`src/inc/adt_map.vh`:
```
// constants for the arithmetic decode and timing group
// ****************************************************************
// Summary of operation
// - Opcode 000110dw with a following operand selector byte decodes as register or memory subtract with borrow, d picking the destination and w the width.
// - Immediate subtract with borrow decodes from 100000sw with field 011 for register or memory, and from 0001110w for the accumulator in 3 clocks.
// - Opcode 00110111 is the ascii adjust after add on the accumulator and takes 3 clocks in both modes.
// - Opcode 00100111 is the decimal adjust after add on the low accumulator byte and takes 3 clocks in both modes.
// - Opcode 00111111 is the ascii adjust after subtract on the accumulator and takes 3 clocks in both modes.
// - Opcode 00101111 is the decimal adjust after subtract on the low accumulator byte and takes 3 clocks in both modes.
// - Unsigned multiply decodes from 1111011w with field 100 and takes 13, 21, 16 or 24 clocks for byte register, word register, byte memory and word memory.
// - Signed multiply decodes from 1111011w with field 101 and uses the same 13, 21, 16 and 24 clock counts.
// ****************************************************************
`ifndef ADT_MAP_VH
`define ADT_MAP_VH

// register byte offsets
`define ADT_OFS_CTRL      12'h000
`define ADT_OFS_INSTR     12'h004
`define ADT_OFS_STATUS    12'h008

// control fields
`define ADT_CTRL_EN       0
`define ADT_CTRL_DIV_LSB  8
`define ADT_CTRL_DIV_MSB  15
`define ADT_CTRL_RESET    32'h0000_0001

// status fields
`define ADT_ST_BUSY       0
`define ADT_ST_DONE       1
`define ADT_ST_UNSUP      2
`define ADT_ST_OP_LSB     4
`define ADT_ST_TOT_LSB    8
`define ADT_ST_REM_LSB    16
`define ADT_ST_WDEST      24
`define ADT_ST_WIDE       25
`define ADT_ST_DIR        26
`define ADT_ST_MEM        27

// operation identifiers
`define ADT_OP_NONE       4'h0
`define ADT_OP_SBB        4'h1
`define ADT_OP_DEC        4'h2
`define ADT_OP_CMP        4'h3
`define ADT_OP_NEG        4'h4
`define ADT_OP_AAA        4'h5
`define ADT_OP_DAA        4'h6
`define ADT_OP_AAS        4'h7
`define ADT_OP_DAS        4'h8
`define ADT_OP_MUL        4'h9
`define ADT_OP_SIGNED_MULTIPLY_OP       4'ha

// operation select field values
`define ADT_SEL_SBB       3'h3
`define ADT_SEL_DEC       3'h1
`define ADT_SEL_CMP       3'h7
`define ADT_SEL_NEG       3'h3
`define ADT_SEL_MUL       3'h4
`define ADT_SEL_SIGNED_MULTIPLY_OP      3'h5

// processor clock counts
`define ADT_CLK_REG       5'h02
`define ADT_CLK_IMM       5'h03
`define ADT_CLK_ADJ       5'h03
`define ADT_CLK_MEM       5'h07
`define ADT_CLK_CMP_MEM   5'h06
`define ADT_CLK_MUL_RB    5'h0d
`define ADT_CLK_MUL_RW    5'h15
`define ADT_CLK_MUL_MB    5'h10
`define ADT_CLK_MUL_MW    5'h18

`endif

```
`src/rtl/adt_decode_timing.v`:
```
// arithmetic decode group with busy timing and apb registers
//
// Added by the designer: the APB register port and the address map.
`timescale 1ns/1ps
module adt_decode_timing
(
	// clock and reset
	input  wire        CLOCK,
	input  wire        RST,
	// apb slave
	input  wire        PSEL,
	input  wire        PENABLE,
	input  wire        PWRITE,
	input  wire [11:0] PADDR,
	input  wire [31:0] PWDATA,
	output reg  [31:0] PRDATA,
	output reg         PREADY,
	output reg         PSLVERR,
	// execution state
	output reg         BUSY
);
`include "adt_map.vh"

	// ****************************************************************
	// registers and decode
	// ****************************************************************
	reg  [31:0] ctrl;
	reg  [15:0] instr;
	reg  [3:0]  op_id;
	reg  [4:0]  total;
	reg  [4:0]  remain;
	reg         wdest;
	reg         wide;
	reg         dir;
	reg         mem;
	reg         done;
	reg         unsup;
	reg  [7:0]  div_cnt;
	reg         tick;

	wire [3:0]  dec_op;
	wire [4:0]  dec_clocks;
	wire        dec_wdest;
	wire        dec_wide;
	wire        dec_dir;
	wire        dec_mem;

	adt_op_decode adt_op_decode_i
	(
		.opcode   (PWDATA[7:0]),
		.selector (PWDATA[15:8]),
		.op_id    (dec_op),
		.clocks   (dec_clocks),
		.wdest    (dec_wdest),
		.wide     (dec_wide),
		.dir      (dec_dir),
		.mem      (dec_mem)
	);

	// ****************************************************************
	// apb access
	// ****************************************************************
	wire access = PSEL & PENABLE & PREADY;
	wire wr     = access & PWRITE;
	wire mapped = (PADDR == `ADT_OFS_CTRL) || (PADDR == `ADT_OFS_INSTR) ||
		(PADDR == `ADT_OFS_STATUS);
	// a new instruction while busy is refused so timing is never cut short;
	// acceptance follows the registered error so both always agree
	wire wr_instr = wr && (PADDR == `ADT_OFS_INSTR) && !PSLVERR;
	wire refuse   = (PADDR == `ADT_OFS_INSTR) && PWRITE && BUSY;
	wire finish   = BUSY && tick && (remain == 5'h01);

	function [31:0] status_word;
		input [31:0] dummy;
		begin
			status_word = 32'h0000_0000;
			status_word[`ADT_ST_BUSY]  = BUSY;
			status_word[`ADT_ST_DONE]  = done;
			status_word[`ADT_ST_UNSUP] = unsup;
			status_word[`ADT_ST_OP_LSB+3:`ADT_ST_OP_LSB]   = op_id;
			status_word[`ADT_ST_TOT_LSB+4:`ADT_ST_TOT_LSB] = total;
			status_word[`ADT_ST_REM_LSB+4:`ADT_ST_REM_LSB] = remain;
			status_word[`ADT_ST_WDEST] = wdest;
			status_word[`ADT_ST_WIDE]  = wide;
			status_word[`ADT_ST_DIR]   = dir;
			status_word[`ADT_ST_MEM]   = mem;
		end
	endfunction

	// one wait state: pready rises in the second access cycle
	always @(posedge CLOCK or posedge RST)
	begin
		if (RST)
		begin
			PREADY  <= 1'b0;
			PSLVERR <= 1'b0;
			PRDATA  <= 32'h0000_0000;
		end
		else
		begin
			PREADY  <= PSEL & PENABLE & ~PREADY;
			PSLVERR <= 1'b0;
			PRDATA  <= 32'h0000_0000;
			if (PSEL & PENABLE & ~PREADY)
			begin
				PSLVERR <= ~mapped | refuse;
				if (!PWRITE)
				begin
					case (PADDR)
						`ADT_OFS_CTRL:   PRDATA <= ctrl;
						`ADT_OFS_INSTR:  PRDATA <= {16'h0000, instr};
						`ADT_OFS_STATUS: PRDATA <= status_word(32'h0000_0000);
						default:         PRDATA <= 32'h0000_0000;
					endcase
				end
			end
		end
	end

	// ****************************************************************
	// processor clock enable
	// ****************************************************************
	always @(posedge CLOCK or posedge RST)
	begin
		if (RST)
		begin
			div_cnt <= 8'h00;
			tick    <= 1'b0;
		end
		else if (div_cnt >= ctrl[`ADT_CTRL_DIV_MSB:`ADT_CTRL_DIV_LSB])
		begin
			div_cnt <= 8'h00;
			tick    <= ctrl[`ADT_CTRL_EN];
		end
		else
		begin
			div_cnt <= div_cnt + 8'h01;
			tick    <= 1'b0;
		end
	end

	// ****************************************************************
	// control, decode capture and busy timing
	// ****************************************************************
	always @(posedge CLOCK or posedge RST)
	begin
		if (RST)
		begin
			ctrl   <= `ADT_CTRL_RESET;
			instr  <= 16'h0000;
			op_id  <= `ADT_OP_NONE;
			total  <= 5'h00;
			remain <= 5'h00;
			wdest  <= 1'b0;
			wide   <= 1'b0;
			dir    <= 1'b0;
			mem    <= 1'b0;
			done   <= 1'b0;
			unsup  <= 1'b0;
			BUSY   <= 1'b0;
		end
		else
		begin
			if (wr && PADDR == `ADT_OFS_CTRL)
				ctrl <= PWDATA;
			// write one to clear; a completion in the same cycle wins
			if (wr && PADDR == `ADT_OFS_STATUS)
			begin
				if (PWDATA[`ADT_ST_DONE])
					done <= 1'b0;
				if (PWDATA[`ADT_ST_UNSUP])
					unsup <= 1'b0;
			end
			if (finish)
			begin
				BUSY   <= 1'b0;
				remain <= 5'h00;
				done   <= 1'b1;
			end
			else if (BUSY && tick)
				remain <= remain - 5'h01;
			if (wr_instr)
			begin
				instr  <= PWDATA[15:0];
				op_id  <= dec_op;
				total  <= dec_clocks;
				remain <= dec_clocks;
				wdest  <= dec_wdest;
				wide   <= dec_wide;
				dir    <= dec_dir;
				mem    <= dec_mem;
				if (dec_op == `ADT_OP_NONE)
					unsup <= 1'b1;
				else
					BUSY <= 1'b1;
			end
		end
	end

endmodule // adt_decode_timing

```
`src/rtl/adt_op_decode.v`:
```
// opcode and operand selector decode with clock counts
`timescale 1ns/1ps
module adt_op_decode
(
	// instruction bytes
	input  wire [7:0] opcode,
	input  wire [7:0] selector,
	// decode result
	output reg  [3:0] op_id,
	output reg  [4:0] clocks,
	output reg        wdest,
	output reg        wide,
	output reg        dir,
	output reg        mem
);
`include "adt_map.vh"

	wire [2:0] sel = selector[5:3];
	wire       is_mem = (selector[7:6] != 2'h3);

	// register form or memory form count
	function [4:0] rm_count;
		input       m;
		input [4:0] r_cnt;
		input [4:0] m_cnt;
		begin
			rm_count = m ? m_cnt : r_cnt;
		end
	endfunction

	always @*
	begin
		op_id  = `ADT_OP_NONE;
		clocks = 5'h00;
		wdest  = 1'b1;
		wide   = opcode[0];
		dir    = 1'b0;
		mem    = 1'b0;
		if (opcode[7:2] == 6'b000110)
		begin
			op_id  = `ADT_OP_SBB;
			dir    = opcode[1];
			mem    = is_mem;
			clocks = rm_count(is_mem, `ADT_CLK_REG, `ADT_CLK_MEM);
		end
		else if (opcode[7:2] == 6'b100000 &&
			(sel == `ADT_SEL_SBB || sel == `ADT_SEL_CMP))
		begin
			op_id  = (sel == `ADT_SEL_SBB) ? `ADT_OP_SBB : `ADT_OP_CMP;
			wdest  = (sel == `ADT_SEL_SBB);
			mem    = is_mem;
			clocks = rm_count(is_mem, `ADT_CLK_IMM,
				(sel == `ADT_SEL_SBB) ? `ADT_CLK_MEM : `ADT_CLK_CMP_MEM);
		end
		else if (opcode[7:1] == 7'b0001110)
		begin
			op_id  = `ADT_OP_SBB;
			clocks = `ADT_CLK_IMM;
		end
		else if (opcode[7:1] == 7'b1111111 && sel == `ADT_SEL_DEC)
		begin
			op_id  = `ADT_OP_DEC;
			mem    = is_mem;
			clocks = rm_count(is_mem, `ADT_CLK_REG, `ADT_CLK_MEM);
		end
		else if (opcode[7:3] == 5'b01001)
		begin
			op_id  = `ADT_OP_DEC;
			wide   = 1'b1;
			clocks = `ADT_CLK_REG;
		end
		else if (opcode[7:2] == 6'b001110)
		begin
			// flags only, the destination is never written
			op_id  = `ADT_OP_CMP;
			wdest  = 1'b0;
			dir    = opcode[1];
			mem    = is_mem;
			clocks = rm_count(is_mem, `ADT_CLK_REG, `ADT_CLK_CMP_MEM);
		end
		else if (opcode[7:1] == 7'b0011110)
		begin
			op_id  = `ADT_OP_CMP;
			wdest  = 1'b0;
			clocks = `ADT_CLK_IMM;
		end
		else if (opcode[7:1] == 7'b1111011 && sel == `ADT_SEL_NEG)
		begin
			op_id  = `ADT_OP_NEG;
			mem    = is_mem;
			clocks = rm_count(is_mem, `ADT_CLK_REG, `ADT_CLK_MEM);
		end
		else if (opcode[7:1] == 7'b1111011 &&
			(sel == `ADT_SEL_MUL || sel == `ADT_SEL_SIGNED_MULTIPLY_OP))
		begin
			op_id  = (sel == `ADT_SEL_MUL) ? `ADT_OP_MUL : `ADT_OP_SIGNED_MULTIPLY_OP;
			mem    = is_mem;
			if (opcode[0])
				clocks = rm_count(is_mem, `ADT_CLK_MUL_RW, `ADT_CLK_MUL_MW);
			else
				clocks = rm_count(is_mem, `ADT_CLK_MUL_RB, `ADT_CLK_MUL_MB);
		end
		else
		begin
			case (opcode)
				8'h37:
				begin
					op_id  = `ADT_OP_AAA;
					clocks = `ADT_CLK_ADJ;
				end
				8'h27:
				begin
					op_id  = `ADT_OP_DAA;
					wide   = 1'b0;
					clocks = `ADT_CLK_ADJ;
				end
				8'h3f:
				begin
					op_id  = `ADT_OP_AAS;
					clocks = `ADT_CLK_ADJ;
				end
				8'h2f:
				begin
					op_id  = `ADT_OP_DAS;
					wide   = 1'b0;
					clocks = `ADT_CLK_ADJ;
				end
				default:
				begin
					wdest = 1'b0;
					wide  = 1'b0;
				end
			endcase
		end
	end

endmodule // adt_op_decode

```
`config.mk`:
```
export PLATFORM = sky130hd
export DESIGN_NAME = adt_decode_timing
export DESIGN_NICKNAME = d
export VERILOG_FILES = /design/src/rtl/adt_decode_timing.v /design/src/rtl/adt_op_decode.v
export VERILOG_INCLUDE_DIRS = /design/src /design/src/inc
export SDC_FILE = /design/constraint.sdc
export NUM_CORES = 1
export LEC_CHECK = 0
export ABC_AREA = 1
export BUFFER_PORTS_ARGS = -buffer_cell sky130_fd_sc_hd__clkbuf_2
export CORE_ASPECT_RATIO = 0.8
export CORE_MARGIN = 3
export CORE_UTILIZATION = 58
export CTS_CLUSTER_DIAMETER = 50
export DETAILED_ROUTE_END_ITERATION = 8
export PLACE_DENSITY = 0.84
export SYNTH_ARGS = -nofsm -noshare
export SYNTH_HDL_FRONTEND = slang
export SYNTH_HIERARCHICAL = 1
export SYNTH_SLANG_ARGS = --single-unit
export TNS_END_PERCENT = 30
```
`constraint.sdc`:
```
create_clock -name CLOCK -period 4.9 [get_ports CLOCK]
set_input_delay 0 -clock CLOCK [delete_from_list [all_inputs] [get_ports CLOCK]]
set_output_delay 0 -clock CLOCK [all_outputs]
set_load 0.02 [all_outputs]
```
After elaboration in Yosys (flattened, before gate mapping). Cells that the tools add are included.

Flip-flop bits (word level): 112. Bits of input ports: 49. Output and inout port bits: 35. Word-level logic and storage cells: 156.

$add $sub $neg: 2. $lt $le $gt $ge: 1. Equal/unequal tests: 21. Mux-type cells: 83. Bitwise gates (word level): 7. Reductions and logical operators: 25.

Operators with widths (number): 32-bit case mux with 3 select lines (1); 5-bit 2-to-1 mux (15); 32-bit 2-to-1 mux (2); 1-bit 2-to-1 mux (48); 4-bit 2-to-1 mux (10); 8-bit by 6-bit == test with 1-bit output (second input constant) (4); 4-bit case mux with 4 select lines (1); 7-bit == test (second input constant) (2); 12-bit by 3-bit == test with 1-bit output (second input constant) (1); 12-bit by 4-bit == test with 1-bit output (second input constant) (1); 1-bit logical AND (12); 12-bit zero test (1); 3-bit == test (second input constant) (3); 8-bit by 1-bit adder with 8-bit output (second input constant) (1); 8-bit >= comparator (1); 8-bit 2-to-1 mux (1); 7-bit by 4-bit == test with 1-bit output (second input constant) (1); 7-bit by 5-bit == test with 1-bit output (second input constant) (1); 6-bit by 3-bit == test with 1-bit output (second input constant) (1); 6-bit by 4-bit == test with 1-bit output (second input constant) (1); 6-bit == test (second input constant) (1); 2-bit 2-to-1 mux (3); 3-bit 2-to-1 mux (2); 5-bit by 1-bit == test with 1-bit output (second input constant) (1); other kinds (16) (24).

Longest topological paths before layout. Gate-level depths: netlist of the first run.

Depth in word-level cells: 15. Gate-level depth with buffers: 14. Gate-level depth less buffers: 14.

Hierarchy. The synthesis of the first run kept the hierarchy.

By module, submodules not included: adt_decode_timing (instances 1, cells each 616, area each 5141.2 sq um, sequential area each 2803.9 sq um); adt_op_decode (instances 1, cells each 118, area each 574.3 sq um, sequential area each 0.0 sq um).

Least setup slack after synthesis of the first run. Ideal clock, no wire load.

Path type: reg2reg. Start point: reg PREADY. End point: reg instr[10]. Setup time: 0.126 ns. Data arrival time: 1.323 ns. Required time: 4.774 ns. Slack: 3.451 ns. Stages on the path, launching flop included: 9. Path buffers: 1. Period minus slack after synthesis: 1.449 ns. Cells stage by stage: dfrtp_1 nand2_1 nor2_4 nand2_1 inv_1 nand4_2 buf_2 nand2_1 o21ai_0.

Cells in the longest elaborated chain, start to end: 4.

Ends and longest elaborated chain: start, declared (RTL line adt_decode_timing.v:17) `output reg PREADY,`; start signal, assigned (RTL line adt_decode_timing.v:101) `PREADY <= PSEL & PENABLE & ~PREADY;`; 1-bit bitwise AND (RTL line adt_decode_timing.v:63) `wire access = PSEL & PENABLE & PREADY;`; 1-bit bitwise AND (RTL line adt_decode_timing.v:64) `wire wr = access & PWRITE;`; 1-bit logical AND (2 in series) (RTL line adt_decode_timing.v:69) `` wire wr_instr = wr && (PADDR == `ADT_OFS_INSTR) && !PSLVERR; ``; end signal, assigned (RTL line adt_decode_timing.v:184) `instr <= PWDATA[15:0];`; end, declared (RTL line adt_decode_timing.v:28) `reg [15:0] instr;`.

No other way between the ends. A chain may end at the register's enable or synchronous reset.

Final worst setup path of the first run.
Start point: in PENABLE. End point: reg PRDATA[10].

Cells in the longest elaborated chain, start to end: 3.

Ends and longest elaborated chain: start, declared (RTL line adt_decode_timing.v:12) `input wire PENABLE,`; 1-bit bitwise AND (2 in series) (RTL line adt_decode_timing.v:104) `if (PSEL & PENABLE & ~PREADY)`; 32-bit 2-to-1 mux (RTL line adt_decode_timing.v:104); end signal, assigned (RTL line adt_decode_timing.v:110) `` `ADT_OFS_CTRL: PRDATA <= ctrl; ``; end signal, assigned (RTL line adt_decode_timing.v:111) `` `ADT_OFS_INSTR: PRDATA <= {16'h0000, instr}; ``; end signal, assigned (RTL line adt_decode_timing.v:112) `` `ADT_OFS_STATUS: PRDATA <= status_word(32'h0000_0000); ``; end, declared (RTL line adt_decode_timing.v:16) `output reg [31:0] PRDATA,`.

No other way between the ends.

==> results of run 1 <==
## cells in the final DEF, fill, tap and decap left out, types with 5 or more instances in the layout
master	instances
clkbuf_16	9
clkbuf_2	83
dlygate4sd3_1	34
nand2_1	259
nand4_1	16
ha_1	12
inv_2	6
dfrtp_1	111
a21oi_1	8
inv_1	94
nor2_1	60
o21ai_0	30
nand2_2	11
o21ai_1	20
xor2_1	5
nand3_1	48
## worst max-delay path by stage
stage / startpoint / endpoint / slack, ns / depth (start not counted)
finish: PENABLE / PRDATA[10] / 2.51 / 9
detailed placement: PADDR[11] / ctrl[15] / 2.44 / 8
global placement: PADDR[11] / ctrl[5] / 2.64 / 8
floorplan: RST / BUSY / 1.94 / 1
global route: PREADY / remain[4] / 2.37 / 9
CTS: PENABLE / PRDATA[10] / 2.59 / 9
## power groups by stage
stage	clock (mW)	combinational, mW	sequential, mW
5_1_grt	0.819	0.127	0.926
3_5_place_dp	0	0.0916	0.944
6_report	0.773	0.115	0.926
3_3_place_gp	0	0.0900	0.944
4_1_cts	0.782	0.113	0.926
2_1_floorplan	0	0.0480	0.945
## routing by layer
metal | up-vias | global-route usage
met1 | 2448 | 0.378
met2 | 209 | 0.462
met4 | 0 | 0.0955
li1 | 2501 | -
met3 | 30 | 0.0628
met5 | - | 0
## kinds of logic after synthesis
kind of cell | after synthesis | synth area share
and+or+nand+nor | 417 | 0.319
AOI/OAI and AO/OA | 63 | 0.0595
adders and majority gates | 12 | 0.0263
DFF | 112 | 0.491
buffers and inverters | 123 | 0.0937
xor gates and xnor gates | 7 | 0.0107
## what timing repair did
action,4_1_cts,5_1_grt
endpoints found under the hold margin,104,0
buffers inserted,0,0
gates resized for setup,0,0
hold buffers,34,0
## state kept, by name (all words and copies together) (netlist names), 4 cells and up
name     flops
PRDATA      32
ctrl        32
instr       16
div_cnt      8
remain       5
total        5
op_id        4
## area by class of cell
class                   instances  area (sq um)  area share
clock buffers                  10           239      0.0351
clock inverters                 6          83.8      0.0123
inverters                     103           390      0.0574
multi-input cells             499          2380       0.349
flip-flops and latches        112          2800       0.412
well taps                     115           144      0.0212
repair buffers                118           763       0.112
## per-stage QoR
step	power, mW	worst slack (ns)	hold WS, ns	util	instances
final	1.81	2.51	0.0206	0.731	963
after global routing	1.87	2.37	0.0391	0.731	963
after CTS	1.82	2.59	0.0155	0.731	963
after detailed placement	1.04	2.44	0.150	0.659	913
after global placement	1.03	2.64	0.138	0.659	913
after floorplan	0.993	1.94	0.116	-	734
## worst max-delay path, cell delays in order
cell	delay, ns
dlygate4sd3_1	0.52
clkbuf_2	0.10
nand2_1	0.08
dlygate4sd3_1	0.58
nor2_2	0.15
inv_1	0.10
nor2_4	0.21
a21boi_4	0.65
o21a_1	0.26
==> summary.txt, run 1 <==
Skew-Pair Late Insertion Delay: 0.36 ns
register bit total from synthesis: 112
Layout Nets: 904
Max-cap violations: 0
Max-slew headroom: 0.415
hold path startpoint: PWDATA[5]
Initial DRT Pass Iterations: 5
Area growth syn-to-layout: 19.0%
CTS tree: built
Worst Tran Pin Value: 0.875 ns
Int Power: 1.39 mW
PwrDens: 267 nW/um^2
full die area: 11,100 sq um
# port buffers: 83
clock power share: 0.426
syn avg cell area: 7.79 sq um
worst r2r dst: remain[4]
Crit Path Class: primary input to register
P_sw: 0.420 mW
ANT nets after route: 0
part of the cycle the worst path needs: 0.487
top post-synthesis cells by area: dfrtp_1 (49%), nand2_1 (17%), inv_1 (6.2%), nand3_1 (4.2%), nor2_1 (3.9%)
initial DRC count: 483
DR WL met2: 7.29 mm
vias in the first global route: 5,017
Critical Path RT: 5.18 ns
FFs w/ async S/R, synth: 1.00
routed wire length per instance: 15.5 microns
Reg clk slew, reported paths: 0.07 ns
final wirelength: 15.0 mm
post-route setup TNS: 0 ns
initial antenna violation count: 0
gr usage total: 0.284
Final Wtd Congestion: 0.923
Max clock buf depth: 2
Final Hold Fails: 0
Core Area: 9310 sq um
Inserted Clock Buffers: 9
Max Used Layer: met4
dpl cell area: 6140 sq um
Rows: 31
I/O pin cnt: 84
crit path max fanout: 25
Post-synth EDFFs: 0
largest area contributor in the netlist: dfrtp_1
Slew Limit Fails: 0
met3 wire len: 1.01 mm
most frequent cell after synthesis: nand2_1
Synth Net Count: 795
hold path endpoint: instr[5]
met1 WL: 6.28 mm
worst path arrival time: 2.67 ns
Reg2Reg Setup Slack: 2.62 ns
final setup violation count: 0
fmax: 419 MHz
combinational share of power: 0.063
Hold Crit Depth: 3
post-synthesis sequential area ratio: 0.491
GRT Residual Overflow: 0
die extent in y: 94.8 microns
min Tclk post-route: 2.39 ns
synthesized area: 5720 sq um
vias per cell: 5.39
leak pwr: 3.89 nW
Antenna diodes: 0
sequential share of power: 0.511
share of layout cells above drive strength 1: 0.163
Synth Flop Type: dfrtp_1
largest net degree at the start of global routing: 61
Die Wd: 117 microns
Syn. warnings: 6
Starting Density: 0.614
Hold Path Class: primary input to register
Clock Skews: 0.0110 ns
DRC viols: 0
sw frac: 0.232
clock root buffer: clkbuf_16
most common library cells after synthesis: nand2_1 (259), dfrtp_1 (111), inv_1 (95)
H-Tree Level Count: 3
Worst setup EP type: register
Yosys top cell area share: 0.486
global-route wire length before repair: 24.4 mm
unrepaired setup endpoints after global routing: false
via count: 5,188
synth unique cells: 34
number of fill cells in the layout: 700
Worst setup SP type: primary input
worst r2r src: PREADY
status: complete, no violations
Post-DP HPWL: 10.4 mm
CTS Sinks: 112
Syn Inst Count: 734
FF-to-FF path depth: 9
Final Cell Area: 6800 sq um
Peak VDD IR: 0.225 mV
Note: power is estimated with default switching activity, not from simulation.
==> run 2: changes to the inputs <==
CORE_UTILIZATION = 57   (was 58)
PLACE_DENSITY = 0.83   (was 0.84)
clock period = 2.2 ns   (was 4.9 ns; I/O delays follow)
==> run 2 against run 1 <==
Net effect: sequential power up 120%; non-clock buffer count up 5; critical path depth up 1; combinational power up 120%; utilization down 2.1 points; clock-buffer cell count down 1; largest power group unchanged.
==> summary.txt, run 2 (synthesis results as in run 1) <==
die extent in y: 95.6 microns (+0.82%)
Area growth syn-to-layout: 20.3%
PwrDens: 570 nW/um^2 (+110%)
Reg clk slew, reported paths: 0.08 ns (about the same)
leak pwr: 3.91 nW (+0.50%)
Hold Path Class: primary input to register
clock root buffer: clkbuf_16
Final Wtd Congestion: 0.908 (-1.7%)
Antenna diodes: 0 (unchanged)
Core Area: 9690 sq um (+4.1%)
status: complete, no violations
Die Wd: 118 microns (+0.83%)
Inserted Clock Buffers: 9 (unchanged)
largest net degree at the start of global routing: 113 (+85%)
global-route wire length before repair: 24.4 mm (about the same)
Peak VDD IR: 0.374 mV (+66%)
fmax: 566 MHz
Critical Path RT: 2.42 ns (-2.76 ns)
Initial DRT Pass Iterations: 5 (unchanged)
Starting Density: 0.590 (-0.0241)
final setup violation count: 0 (unchanged)
Max clock buf depth: 2 (unchanged)
crit path max fanout: 4 (-84%)
vias per cell: 5.29 (-1.8%)
share of layout cells above drive strength 1: 0.170 (+0.00725)
Worst setup SP type: primary input
via count: 5,234 (+0.89%)
initial DRC count: 374 (-23%)
Post-DP HPWL: 10.2 mm (-1.9%)
Worst Tran Pin Value: 0.584 ns (-0.290 ns)
I/O pin cnt: 84 (unchanged)
most common cell after layout, fill and taps aside: nand2_1
number of fill cells in the layout: 780 (+11%)
leading cell types in the layout, fill and taps excluded: nand2_1 (259), dfrtp_1 (111), inv_1 (94)
gr usage total: 0.275 (-0.00910)
H-Tree Level Count: 3 (unchanged)
Slew Limit Fails: 0 (unchanged)
Layout Nets: 909 (+0.55%)
CTS tree: built
part of the cycle the worst path needs: 0.803
fin util: 0.709 (-0.0211)
largest registers: PRDATA: 32 flops, ctrl: 32 flops, instr: 16 flops
vias in the first global route: 4,952 (-1.3%)
Clock Skews: 0.00752 ns (-0.00350 ns)
# port buffers: 83 (unchanged)
CTS Sinks: 112 (unchanged)
Worst setup EP type: register
Rows: 32 (+3.2%)
final wirelength: 15.0 mm (+0.18%)
Max-slew headroom: 0.610 (+0.196)
post-route setup TNS: 0 ns (unchanged)
Crit Path Class: primary input to register
Resized cells post-CTS: 0 (unchanged)
worst path arrival time: 1.99 ns (-0.68 ns)
unrepaired setup endpoints after global routing: false
Final Hold Fails: 0 (unchanged)
routed wire length per instance: 15.2 microns (-2.5%)
DRC viols: 0 (unchanged)
Max-cap violations: 0 (unchanged)
initial antenna violation count: 0 (unchanged)
GRT Residual Overflow: 0 (unchanged)
Skew-Pair Late Insertion Delay: 0.35 ns (about the same)
min Tclk post-route: 1.77 ns
full die area: 11,300 sq um (+1.7%)
ANT nets after route: 0 (unchanged)
[run 2: where the power goes]
group	internal, mW	leakage [nW]	switching [mW]
Clock	0.800	0.139	0.803
Sequential	2.06	1.54	0.00226
Combinational	0.0994	2.22	0.157
[run 2: worst max-delay path, cell delays in order]
cell and delay, ns:
dlygate4sd3_1 0.53, clkbuf_2 0.15, nand2_1 0.15, inv_1 0.05
nand2_1 0.05, nor2_1 0.07, nor3_1 0.30, nand3_1 0.16
nor4_1 0.37, o21ai_0 0.15
[run 2: repair_timing]
item,CTS,global route
endpoints found under the hold margin,158,0
buffers inserted,0,0
hold buffers,32,0
[run 2: final timing paths]
kind | from | end | slack (ns) | cells after the start
max | PWDATA[11] | BUSY | 0.43 | 10
min | PWDATA[2] | instr[2] | 0.03 | 3
max reg2reg | PREADY | PRDATA[12] | 0.49 | 7
min reg2reg | div_cnt[0] | div_cnt[0] | 0.48 | 1
max in group asynchronous | RST | ctrl[5] | 1.41 | 4
min in group asynchronous | RST | ctrl[22] | 0.35 | 4
[run 2: metrics by stage]
stage	area, sq um	setup WS (ns)	total power [mW]	instances	hold slack, ns
2_1_floorplan	5720	0.751	2.21	734	0.116
6_report	6870	0.433	3.92	989	0.0348
3_5_place_dp	6250	0.411	2.31	941	0.211
3_3_place_gp	6250	0.535	2.30	941	0.199
4_1_cts	6870	0.477	3.94	989	0.00723
5_1_grt	6870	0.199	4.06	989	0.0312
[run 2: final cells by class]
class | instances | area (sq um) | area share
Clock buffer | 9 | 225 | 0.0328
Clock inverter | 7 | 73.8 | 0.0107
Inverter | 103 | 392 | 0.0570
Multi-Input combinational cell | 499 | 2380 | 0.346
Sequential cell | 112 | 2800 | 0.408
Tap cell | 136 | 170 | 0.0248
Timing Repair Buffer | 123 | 833 | 0.121
[run 2: routing by layer]
metal  up-vias  GRT usage  share of wire
li1       2500          -              -
met1      2498      0.370           0.44
met2       221      0.460           0.48
met3        15     0.0641          0.077
met4         0     0.0644          0.010
met5         -          0              0
